`src/hw/eeprom_host_params.svh`:
```
// Purpose: timing counts, field values and sizes for the serial EEPROM host
// Assumes: 200 MHz ref_clk_i
// Notes: definitions only
`ifndef EEPROM_HOST_PARAMS_SVH
`define EEPROM_HOST_PARAMS_SVH

`define CLK_PERIOD_NS 5
// one quarter of a bit slot; two quarters low, two high
`define T_QTR_NS 600
`define QTR_CYC ((`T_QTR_NS + `CLK_PERIOD_NS - 1) / `CLK_PERIOD_NS)
`define QTR_W 8
`define PAGE_BYTES 5'h10
`define ACK_SLOT 4'h8
`define LAST_DATA_BIT 4'h7
`define DUMMY_BYTE 8'hff
`define CMD_WRITE 1'b0
`define CMD_READ 1'b1
`define BUF_DEPTH 2'h2

`endif

```
`src/hw/eeprom_host_pkg.sv`:
```
// Purpose: types shared by the serial EEPROM host
// Assumes: nothing
// Notes: states, stages and operations
package eeprom_host_pkg;

   typedef enum logic [2:0] {
      ST_IDLE = 3'h0,
      ST_START = 3'h1,
      ST_TX = 3'h2,
      ST_RX = 3'h3,
      ST_STOP = 3'h4,
      ST_WAIT = 3'h5
   } state_t;

   typedef enum logic [2:0] {
      SG_DEV_W = 3'h0,
      SG_WADDR = 3'h1,
      SG_DATA = 3'h2,
      SG_DEV_R = 3'h3,
      SG_RDATA = 3'h4,
      SG_SRST1 = 3'h5,
      SG_SRST2 = 3'h6
   } stage_t;

   typedef enum logic [2:0] {
      OP_WRITE = 3'h0,
      OP_READ = 3'h1,
      OP_CUR_READ = 3'h2,
      OP_POLL = 3'h3,
      OP_SRESET = 3'h4
   } op_t;

endpackage : eeprom_host_pkg

```
`src/hw/eeprom_host.sv`:
```
// Purpose: bus master that drives a two-wire serial EEPROM
// Assumes: single master on the bus; device filters its own inputs
// Notes: sda_i passes two flops; read data leaves through a 2-entry buffer
`timescale 1ns/1ps
`default_nettype none
`include "eeprom_host_params.svh"

// What this block does
// - start is data falling while clock is high; a transaction begins there.
// - data changes only while clock is low; high-clock changes mean start or stop.
// - bytes are eight bits; the receiver pulls data low on the ninth clock.
// - after start send seven-bit device address plus read/write bit, type code on top.
// - byte write is device address, word address, one data byte, then stop.
// - more data bytes instead of stop give page write, up to sixteen bytes.
// - poll with start plus address-write; no acknowledge means still busy.
// - to end a read, withhold acknowledge after a byte, then stop.
// - random read is dummy write of word address, repeated start, then read.
// - acknowledge 0 after a read byte gets the next byte, wrapping to zero.
// - software reset is start, nine clocks with data released, another start.
module eeprom_host #(
   parameter logic [3:0] DEV_TYPE_CODE = 4'h0 // value arbitrary; set to the part's code
) (
   input wire logic ref_clk_i,
   input wire logic reset_i,
   input wire logic cmd_valid_i,
   output logic cmd_ready_o,
   input wire eeprom_host_pkg::op_t cmd_op_i,
   input wire logic [10:0] cmd_addr_i,
   input wire logic [4:0] cmd_len_i,
   input wire logic wdata_valid_i,
   output logic wdata_ready_o,
   input wire logic [7:0] wdata_i,
   output logic rdata_valid_o,
   input wire logic rdata_ready_i,
   output logic [7:0] rdata_o,
   output logic done_o,
   output logic err_o,
   output logic scl_o,
   input wire logic sda_i,
   output logic sda_o,
   output logic sda_oe_n_o
);

   eeprom_host_pkg::state_t state_reg;
   eeprom_host_pkg::stage_t stage_reg;
   eeprom_host_pkg::op_t op_reg;
   logic [`QTR_W-1:0] qcnt_reg;
   logic [1:0] phase_reg;
   logic [3:0] bit_reg;
   logic [7:0] sh_reg;
   logic [10:0] addr_reg;
   logic [4:0] left_reg;
   logic nack_reg;
   logic retry_reg;
   logic sda_s1_reg;
   logic sda_s2_reg;
   logic scl_next;
   logic oe_n_next;
   logic tick;
   logic slot_end;
   logic push;
   logic pop;
   logic [7:0] buf_mem [0:1];
   logic buf_wr_reg;
   logic buf_rd_reg;
   logic [1:0] buf_cnt_reg;

   function automatic logic [7:0] dev_byte(input logic [3:0] code, input logic [2:0] hi,
                                           input logic rw);
      dev_byte = {code, hi, rw};
   endfunction : dev_byte

   // ***************************************************************
   // input synchroniser and slot timing
   // ***************************************************************
   always_ff @(posedge ref_clk_i)
   begin
      sda_s1_reg <= sda_i;
      sda_s2_reg <= sda_s1_reg;
   end

   assign tick = (qcnt_reg == `QTR_W'(`QTR_CYC - 1));
   assign slot_end = tick && (phase_reg == 2'h3);

   always_ff @(posedge ref_clk_i)
   begin
      if (reset_i || state_reg == eeprom_host_pkg::ST_IDLE
          || state_reg == eeprom_host_pkg::ST_WAIT)
      begin
         qcnt_reg <= '0;
         phase_reg <= 2'h0;
      end
      else if (tick)
      begin
         qcnt_reg <= '0;
         phase_reg <= phase_reg + 2'h1;
      end
      else
         qcnt_reg <= qcnt_reg + `QTR_W'(1);
   end

   // ***************************************************************
   // sequencer
   // ***************************************************************
   always_ff @(posedge ref_clk_i)
   begin
      if (reset_i)
      begin
         state_reg <= eeprom_host_pkg::ST_IDLE;
         stage_reg <= eeprom_host_pkg::SG_DEV_W;
         op_reg <= eeprom_host_pkg::OP_WRITE;
         bit_reg <= 4'h0;
         sh_reg <= 8'h00;
         addr_reg <= 11'h000;
         left_reg <= 5'h00;
         nack_reg <= 1'b0;
         retry_reg <= 1'b0;
         done_o <= 1'b0;
         err_o <= 1'b0;
      end
      else
      begin
         done_o <= 1'b0;
         if (tick && phase_reg == 2'h2)
         begin
            if (state_reg == eeprom_host_pkg::ST_TX && bit_reg == `ACK_SLOT)
               nack_reg <= sda_s2_reg;
            if (state_reg == eeprom_host_pkg::ST_RX && bit_reg != `ACK_SLOT)
               sh_reg <= {sh_reg[6:0], sda_s2_reg};
         end
         case (state_reg)
            eeprom_host_pkg::ST_IDLE:
               if (cmd_valid_i)
               begin
                  op_reg <= cmd_op_i;
                  addr_reg <= cmd_addr_i;
                  err_o <= 1'b0;
                  retry_reg <= 1'b0;
                  if (cmd_len_i == 5'h00)
                     left_reg <= 5'h01;
                  else if (cmd_op_i == eeprom_host_pkg::OP_WRITE && cmd_len_i > `PAGE_BYTES)
                     left_reg <= `PAGE_BYTES;
                  else
                     left_reg <= cmd_len_i;
                  if (cmd_op_i == eeprom_host_pkg::OP_CUR_READ)
                     stage_reg <= eeprom_host_pkg::SG_DEV_R;
                  else if (cmd_op_i == eeprom_host_pkg::OP_SRESET)
                     stage_reg <= eeprom_host_pkg::SG_SRST1;
                  else
                     stage_reg <= eeprom_host_pkg::SG_DEV_W;
                  state_reg <= eeprom_host_pkg::ST_START;
               end
            eeprom_host_pkg::ST_START:
               if (slot_end)
               begin
                  bit_reg <= 4'h0;
                  retry_reg <= 1'b0;
                  state_reg <= eeprom_host_pkg::ST_TX;
                  if (stage_reg == eeprom_host_pkg::SG_SRST1)
                     sh_reg <= `DUMMY_BYTE;
                  else if (stage_reg == eeprom_host_pkg::SG_SRST2)
                     state_reg <= eeprom_host_pkg::ST_STOP;
                  else if (stage_reg == eeprom_host_pkg::SG_DEV_R)
                     sh_reg <= dev_byte(DEV_TYPE_CODE, addr_reg[10:8], `CMD_READ);
                  else
                     sh_reg <= dev_byte(DEV_TYPE_CODE, addr_reg[10:8], `CMD_WRITE);
               end
            eeprom_host_pkg::ST_TX:
               if (slot_end && bit_reg != `ACK_SLOT)
               begin
                  bit_reg <= bit_reg + 4'h1;
                  sh_reg <= {sh_reg[6:0], 1'b1};
               end
               else if (slot_end)
               begin
                  bit_reg <= 4'h0;
                  state_reg <= eeprom_host_pkg::ST_STOP;
                  if (stage_reg == eeprom_host_pkg::SG_SRST1)
                  begin
                     stage_reg <= eeprom_host_pkg::SG_SRST2;
                     state_reg <= eeprom_host_pkg::ST_START;
                  end
                  else if (nack_reg && stage_reg == eeprom_host_pkg::SG_DEV_W
                           && op_reg == eeprom_host_pkg::OP_POLL)
                     retry_reg <= 1'b1;
                  else if (nack_reg)
                     err_o <= 1'b1;
                  else if (stage_reg == eeprom_host_pkg::SG_DEV_W
                           && op_reg != eeprom_host_pkg::OP_POLL)
                  begin
                     sh_reg <= addr_reg[7:0];
                     stage_reg <= eeprom_host_pkg::SG_WADDR;
                     state_reg <= eeprom_host_pkg::ST_TX;
                  end
                  else if (stage_reg == eeprom_host_pkg::SG_WADDR
                           && op_reg == eeprom_host_pkg::OP_READ)
                  begin
                     stage_reg <= eeprom_host_pkg::SG_DEV_R;
                     state_reg <= eeprom_host_pkg::ST_START;
                  end
                  else if (stage_reg == eeprom_host_pkg::SG_WADDR)
                  begin
                     stage_reg <= eeprom_host_pkg::SG_DATA;
                     state_reg <= eeprom_host_pkg::ST_WAIT;
                  end
                  else if (stage_reg == eeprom_host_pkg::SG_DATA)
                  begin
                     left_reg <= left_reg - 5'h01;
                     if (left_reg != 5'h01)
                        state_reg <= eeprom_host_pkg::ST_WAIT;
                  end
                  else if (stage_reg == eeprom_host_pkg::SG_DEV_R)
                  begin
                     stage_reg <= eeprom_host_pkg::SG_RDATA;
                     state_reg <= eeprom_host_pkg::ST_WAIT;
                  end
               end
            eeprom_host_pkg::ST_WAIT:
               if (stage_reg == eeprom_host_pkg::SG_DATA && wdata_valid_i)
               begin
                  sh_reg <= wdata_i;
                  bit_reg <= 4'h0;
                  state_reg <= eeprom_host_pkg::ST_TX;
               end
               else if (stage_reg == eeprom_host_pkg::SG_RDATA && buf_cnt_reg != `BUF_DEPTH)
               begin
                  bit_reg <= 4'h0;
                  state_reg <= eeprom_host_pkg::ST_RX;
               end
            eeprom_host_pkg::ST_RX:
               if (slot_end && bit_reg != `ACK_SLOT)
                  bit_reg <= bit_reg + 4'h1;
               else if (slot_end)
               begin
                  left_reg <= left_reg - 5'h01;
                  if (left_reg == 5'h01)
                     state_reg <= eeprom_host_pkg::ST_STOP;
                  else
                     state_reg <= eeprom_host_pkg::ST_WAIT;
               end
            eeprom_host_pkg::ST_STOP:
               if (slot_end && retry_reg)
                  state_reg <= eeprom_host_pkg::ST_START;
               else if (slot_end)
               begin
                  done_o <= 1'b1;
                  state_reg <= eeprom_host_pkg::ST_IDLE;
               end
            default:
               state_reg <= eeprom_host_pkg::ST_IDLE;
         endcase
      end
   end

   assign cmd_ready_o = (state_reg == eeprom_host_pkg::ST_IDLE);
   assign wdata_ready_o = (state_reg == eeprom_host_pkg::ST_WAIT)
                          && (stage_reg == eeprom_host_pkg::SG_DATA);

   // ***************************************************************
   // pin drive: clock low in quarters 0 and 3 of each start, data and acknowledge slot; stop slot low only in quarter 0
   // ***************************************************************
   always_comb
   begin
      scl_next = 1'b1;
      oe_n_next = 1'b1;
      case (state_reg)
         eeprom_host_pkg::ST_START:
         begin
            scl_next = (phase_reg == 2'h1) || (phase_reg == 2'h2);
            oe_n_next = !phase_reg[1];
         end
         eeprom_host_pkg::ST_STOP:
         begin
            scl_next = (phase_reg != 2'h0);
            oe_n_next = phase_reg[1];
         end
         eeprom_host_pkg::ST_TX:
         begin
            scl_next = (phase_reg == 2'h1) || (phase_reg == 2'h2);
            oe_n_next = (bit_reg == `ACK_SLOT) || sh_reg[7];
         end
         eeprom_host_pkg::ST_RX:
         begin
            scl_next = (phase_reg == 2'h1) || (phase_reg == 2'h2);
            oe_n_next = (bit_reg != `ACK_SLOT) || (left_reg == 5'h01);
         end
         eeprom_host_pkg::ST_WAIT:
            scl_next = 1'b0;
         default:
         begin
            scl_next = 1'b1;
            oe_n_next = 1'b1;
         end
      endcase
   end

   always_ff @(posedge ref_clk_i)
   begin
      if (reset_i)
      begin
         scl_o <= 1'b1;
         sda_oe_n_o <= 1'b1;
      end
      else
      begin
         scl_o <= scl_next;
         sda_oe_n_o <= oe_n_next;
      end
   end

   assign sda_o = 1'b0;

   // ***************************************************************
   // two-entry read buffer
   // ***************************************************************
   assign push = (state_reg == eeprom_host_pkg::ST_RX) && slot_end
                 && (bit_reg == `LAST_DATA_BIT);
   assign pop = rdata_valid_o && rdata_ready_i;
   assign rdata_valid_o = (buf_cnt_reg != 2'h0);
   assign rdata_o = buf_mem[buf_rd_reg];

   always_ff @(posedge ref_clk_i)
   begin
      if (push)
         buf_mem[buf_wr_reg] <= sh_reg;
   end

   always_ff @(posedge ref_clk_i)
   begin
      if (reset_i)
      begin
         buf_wr_reg <= 1'b0;
         buf_rd_reg <= 1'b0;
         buf_cnt_reg <= 2'h0;
      end
      else
      begin
         if (push)
            buf_wr_reg <= !buf_wr_reg;
         if (pop)
            buf_rd_reg <= !buf_rd_reg;
         buf_cnt_reg <= buf_cnt_reg + {1'b0, push} - {1'b0, pop};
      end
   end

   // ***************************************************************
   // checks
   // ***************************************************************
   a_start_shape: assert property (@(posedge ref_clk_i) disable iff (reset_i)
      (state_reg == eeprom_host_pkg::ST_START && phase_reg == 2'h2 && qcnt_reg == `QTR_W'(1))
      |-> (scl_o && !sda_oe_n_o && $past(sda_oe_n_o, 2)))
      else $error("start not a falling data edge under high clock");

   a_data_stable: assert property (@(posedge ref_clk_i) disable iff (reset_i)
      (scl_o && $past(scl_o) && $changed(sda_oe_n_o))
      |-> ($past(state_reg) == eeprom_host_pkg::ST_START
           || $past(state_reg) == eeprom_host_pkg::ST_STOP))
      else $error("data moved under high clock outside start or stop");

   a_ack_release: assert property (@(posedge ref_clk_i) disable iff (reset_i)
      (state_reg == eeprom_host_pkg::ST_TX && bit_reg == `ACK_SLOT && qcnt_reg == `QTR_W'(1))
      |-> sda_oe_n_o)
      else $error("data not released in acknowledge slot");

   a_dev_code: assert property (@(posedge ref_clk_i) disable iff (reset_i)
      ($rose(state_reg == eeprom_host_pkg::ST_TX) && (stage_reg == eeprom_host_pkg::SG_DEV_W
       || stage_reg == eeprom_host_pkg::SG_DEV_R))
      |-> (sh_reg[7:4] == DEV_TYPE_CODE && sh_reg[3:1] == addr_reg[10:8]))
      else $error("device address byte malformed");

   a_page_limit: assert property (@(posedge ref_clk_i) disable iff (reset_i)
      (stage_reg == eeprom_host_pkg::SG_DATA) |-> (left_reg <= `PAGE_BYTES))
      else $error("page write longer than sixteen bytes");

   a_rx_ack: assert property (@(posedge ref_clk_i) disable iff (reset_i)
      (state_reg == eeprom_host_pkg::ST_RX && bit_reg == `ACK_SLOT && left_reg != 5'h01
       && qcnt_reg == `QTR_W'(1)) |-> !sda_oe_n_o)
      else $error("no acknowledge before a further read byte");

   a_rx_last: assert property (@(posedge ref_clk_i) disable iff (reset_i)
      (state_reg == eeprom_host_pkg::ST_RX && slot_end && bit_reg == `ACK_SLOT
       && left_reg == 5'h01)
      |=> (state_reg == eeprom_host_pkg::ST_STOP && sda_oe_n_o && $past(sda_oe_n_o)))
      else $error("last read byte not followed by release and stop");

   a_srst_free: assert property (@(posedge ref_clk_i) disable iff (reset_i)
      (stage_reg == eeprom_host_pkg::SG_SRST1 && state_reg == eeprom_host_pkg::ST_TX
       && qcnt_reg == `QTR_W'(1)) |-> sda_oe_n_o)
      else $error("data driven during reset clocks");

   a_poll_retry: assert property (@(posedge ref_clk_i) disable iff (reset_i)
      (state_reg == eeprom_host_pkg::ST_STOP && slot_end && retry_reg)
      |=> (state_reg == eeprom_host_pkg::ST_START && !done_o))
      else $error("busy poll did not retry");

   a_buf_room: assert property (@(posedge ref_clk_i) disable iff (reset_i)
      push |-> (buf_cnt_reg != `BUF_DEPTH || pop))
      else $error("read buffer overrun");

endmodule : eeprom_host
`default_nettype wire

```
`config.mk`:
```
export PLATFORM = sky130hd
export DESIGN_NAME = eeprom_host
export DESIGN_NICKNAME = d
export VERILOG_FILES = /design/src/hw/eeprom_host_pkg.sv /design/src/hw/eeprom_host.sv
export VERILOG_INCLUDE_DIRS = /design/src /design/src/hw
export SDC_FILE = /design/constraint.sdc
export NUM_CORES = 1
export LEC_CHECK = 0
export BUFFER_PORTS_ARGS = -buffer_cell sky130_fd_sc_hd__buf_2
export CORE_AREA = 2 2 89 91
export DETAILED_ROUTE_END_ITERATION = 10
export DIE_AREA = 0 0 91 93
export HOLD_SLACK_MARGIN = 0.05
export PLACE_DENSITY = 0.84
export SYNTH_ARGS = -nofsm -noshare
export SYNTH_HDL_FRONTEND = slang
export SYNTH_SLANG_ARGS = --single-unit
export TNS_END_PERCENT = 30
```
`constraint.sdc`:
```
create_clock -name ref_clk_i -period 2.6 [get_ports ref_clk_i]
set_input_delay 0 -clock ref_clk_i [delete_from_list [all_inputs] [get_ports ref_clk_i]]
set_output_delay 0 -clock ref_clk_i [all_outputs]
set_load 0.03 [all_outputs]
```
==> summary.txt <==
Placed design
  • GPL Wtd Cong: 0.942
  • Number of port buffers: 47
  • Cells after DPL: 606
  • Area post-placement: 4420 µm²
  • Place WS: 325 ps
  • DPL Wire Length: 6.81 mm

Clocking
  • Max Root-Sink Buffers: 2
  • Clk root buf: clkbuf_8
  • TritonCTS buffer count: 9
  • Post-CTS setup buffers: 0
  • Later-pin clock latency in the skew report: 360 ps
  • H-tree lvl count: 3
  • # clock sinks: 76
  • TritonCTS clock tree: done
  • Clock Pin Slew Worst Setup and Hold Paths: 70 ps

Critical path
  • CP max FO: 11
  • Crit path kind: reg -> reg
  • Startpoint types: register
  • RR Startpoint: qcnt_reg[0]
  • CP Capture Type: register
  • CP Capture Point: left_reg[0]
  • WP data arrival: 2630 ps
  • Worst flop-to-flop path endpoint: left_reg[0]
  • Worst Setup SP: qcnt_reg[0]
  • Reg2reg path depth: 6
  • R2R Setup Slk: 250 ps
  • Worst Path Required: 2880 ps

Global routing
  • Number of global-route vias before repair: 3,613
  • Initial antenna violation count: 0
  • GRT overflow: 0
  • GRT Overall Usage: 0.245
  • First-pass GRT wire length: 16.6 mm
  • Largest net degree at the start of global routing: 51

Die
  • IO Count: 49
  • FP Rows: 32
  • Core ar.: 7530 µm²
  • Die height: 93 µm
  • Die W: 91 µm
  • Starting Density: 0.542
  • Die ar.: 8460 µm²

Yosys
  • Mapped Nets: 511
  • Syn Inst Count: 468
  • Number of warnings issued by yosys: 0
  • Yosys cell types: 69
  • Synth Cell Area: 4080 µm²
  • Most used flip-flop cell after synthesis: dfxtp_1
  • Seq/Total Area, Yosys: 0.412
  • Synth Register Bits: 76
  • Post-synth EDFFs: 16
  • Synth Area per Inst: 8.72 µm²
  • Async set-reset flop share out of synthesis: 0

Final layout
  • Reg area: 1680 µm²
  • Fin nets: 585
  • Final Instance Area: 4910 µm²
  • Fraction of layout cells with a size suffix above 1: 0.194
  • Number of antenna diodes: 0
  • P&R area growth vs syn: 20.2%
  • Non-Filler Instances: 649
  • FILL cells: 621
  • Max FFs per register: 16
  • Commonest non-fill, non-tap cell in the layout: nand2_1
  • Commonest cells after routing, fill and taps aside: 69 x nand2_1, 60 x dfxtp_1, 50 x nor2_1
  • Area occupied by multi-input gates: 2220 µm²

Routing
  • Top Metal Used: met4
  • DRC viols: 0
  • 1st-pass router iterations: 5
  • Vias per cell: 5.76
  • Met2 Wirelength: 4.71 mm
  • ANT nets after route: 0
  • Drt initial violations: 272
  • Metal-1 WL: 4.35 mm
  • Wire per inst: 15.4 µm
  • Metal3 WL: 682 µm
  • Routed WL: 9.98 mm
  • Via count: 3,738

Worst hold path
  • HP Class: in -> reg
  • Min-Delay Path Depth: 4

Power
  • P_leak: 1.87 nW
  • Maximum vdd ir drop: 0.586 mV
  • PwrDens: 840 nW/µm²

Timing
  • Final setup margin: 251 ps
  • Tcrit/Tclk final: 0.904
  • Setup violators final: 0
  • Relative slew margins: 0.371
  • Clock skew after layout: 4.25 ps
  • Clock period minus worst slack: 2350 ps
  • Final Hold Viols: 0
  • Fin. max-slew vios: 0
  • Unrepaired setup endpoints after global routing: no
  • Max Clock Freq: 426 MHz
  • Worst-Margin Slew: 943 ps
  • Final setup TNS: 0 ps

Flow run
  • Max cap viols: 0

Outcome
  • Outcome: finished clean
-- critical path: stages, from the launching register on --
cell,delay [ps]
dfxtp_1,350
ha_1,290
and4bb_4,320
nand4_4,140
a2111oi_4,670
o2111ai_1,280
a21oi_1,210
-- report_power, final --
part	total [mW]	internal, mW	leakage, nW	switching (mW)
logic	1.58	0.608	1.14	0.971
registers	1.56	1.36	0.637	0.206
clock network	0.975	0.540	0.101	0.435
-- routing by layer --
layer	GRT usage	vias to the layer above
li1	-	1829
met1	0.312	1735
met2	0.410	147
met3	0.0500	27
met4	0.0972	0
met5	0	-
-- how the worst min path moves through the flow --
| stage | slack (ps) | to | startpoint |
|---|---|---|---|
| after global placement | 110 | sda_s1_reg | sda_i |
| final | 70 | left_reg[4] | cmd_len_i[4] |
| after CTS | 50 | left_reg[4] | cmd_len_i[4] |
| after global routing | 80 | left_reg[4] | cmd_len_i[4] |
| after floorplan | 30 | sda_s1_reg | sda_i |
| after detailed placement | 110 | sda_s1_reg | sda_i |
-- area by class of cell --
type	instances	area share
clock buffer	10	0.0260
clock inverter	6	0.0179
inverter	17	0.0130
multi-input combinational	352	0.453
sequential	76	0.343
tap	102	0.0260
timing repair buffer	86	0.121
-- Yosys cell counts, types with 5 or more instances --
cell	instances	share of area
nand2_1	69	0.063
dfxtp_1	60	0.29
nor2_1	50	0.046
a21oi_1	42	0.052
nand3_1	18	0.022
inv_1	17	0.016
edfxtp_1	16	0.12
clkbuf_1	14	0.013
o21ai_0	14	0.017
mux2_2	12	0.033
nor3_1	11	0.013
ha_1	10	0.031
xnor2_1	10	0.021
mux2i_1	6	0.015
nand3b_1	6	0.011
nor4_1	6	0.0092
a31oi_1	5	0.0077
and3_1	5	0.0077
nand4_1	5	0.0077
o211ai_1	5	0.0092
-- cells by family (layout without fill, tap and decap cells) --
| group | count (synthesis) | after routing | synth area share |
|---|---|---|---|
| muxes | 18 | 18 | 0.0478 |
| adders and majority gates | 10 | 10 | 0.0307 |
| xor gates and xnor gates | 14 | 14 | 0.0300 |
| DFF | 76 | 76 | 0.412 |
| AOI/OAI and AO/OA | 107 | 107 | 0.180 |
| buffers and inverters | 40 | 119 | 0.0435 |
| other | 1 | 1 | 0.000919 |
| and+or+nand+nor | 202 | 202 | 0.255 |
-- per-stage QoR --
step | util | power (mW) | hold WS (ps)
final | 0.652 | 4.12 | 66.4
after global placement | 0.587 | 3.05 | 106
after detailed placement | 0.587 | 3.09 | 106
after global routing | 0.652 | 4.38 | 81.4
after CTS | 0.652 | 4.09 | 54.1
after floorplan | - | 2.76 | 27.7
-- repair_timing --
action | 4_1_cts | 5_1_grt
hold endpoints to repair | 26 | 0
gates resized for setup | 0 | 0
setup endpoints to repair | 0 | 0
hold buffers | 27 | 0
Note: power is estimated with default switching activity, not from simulation.
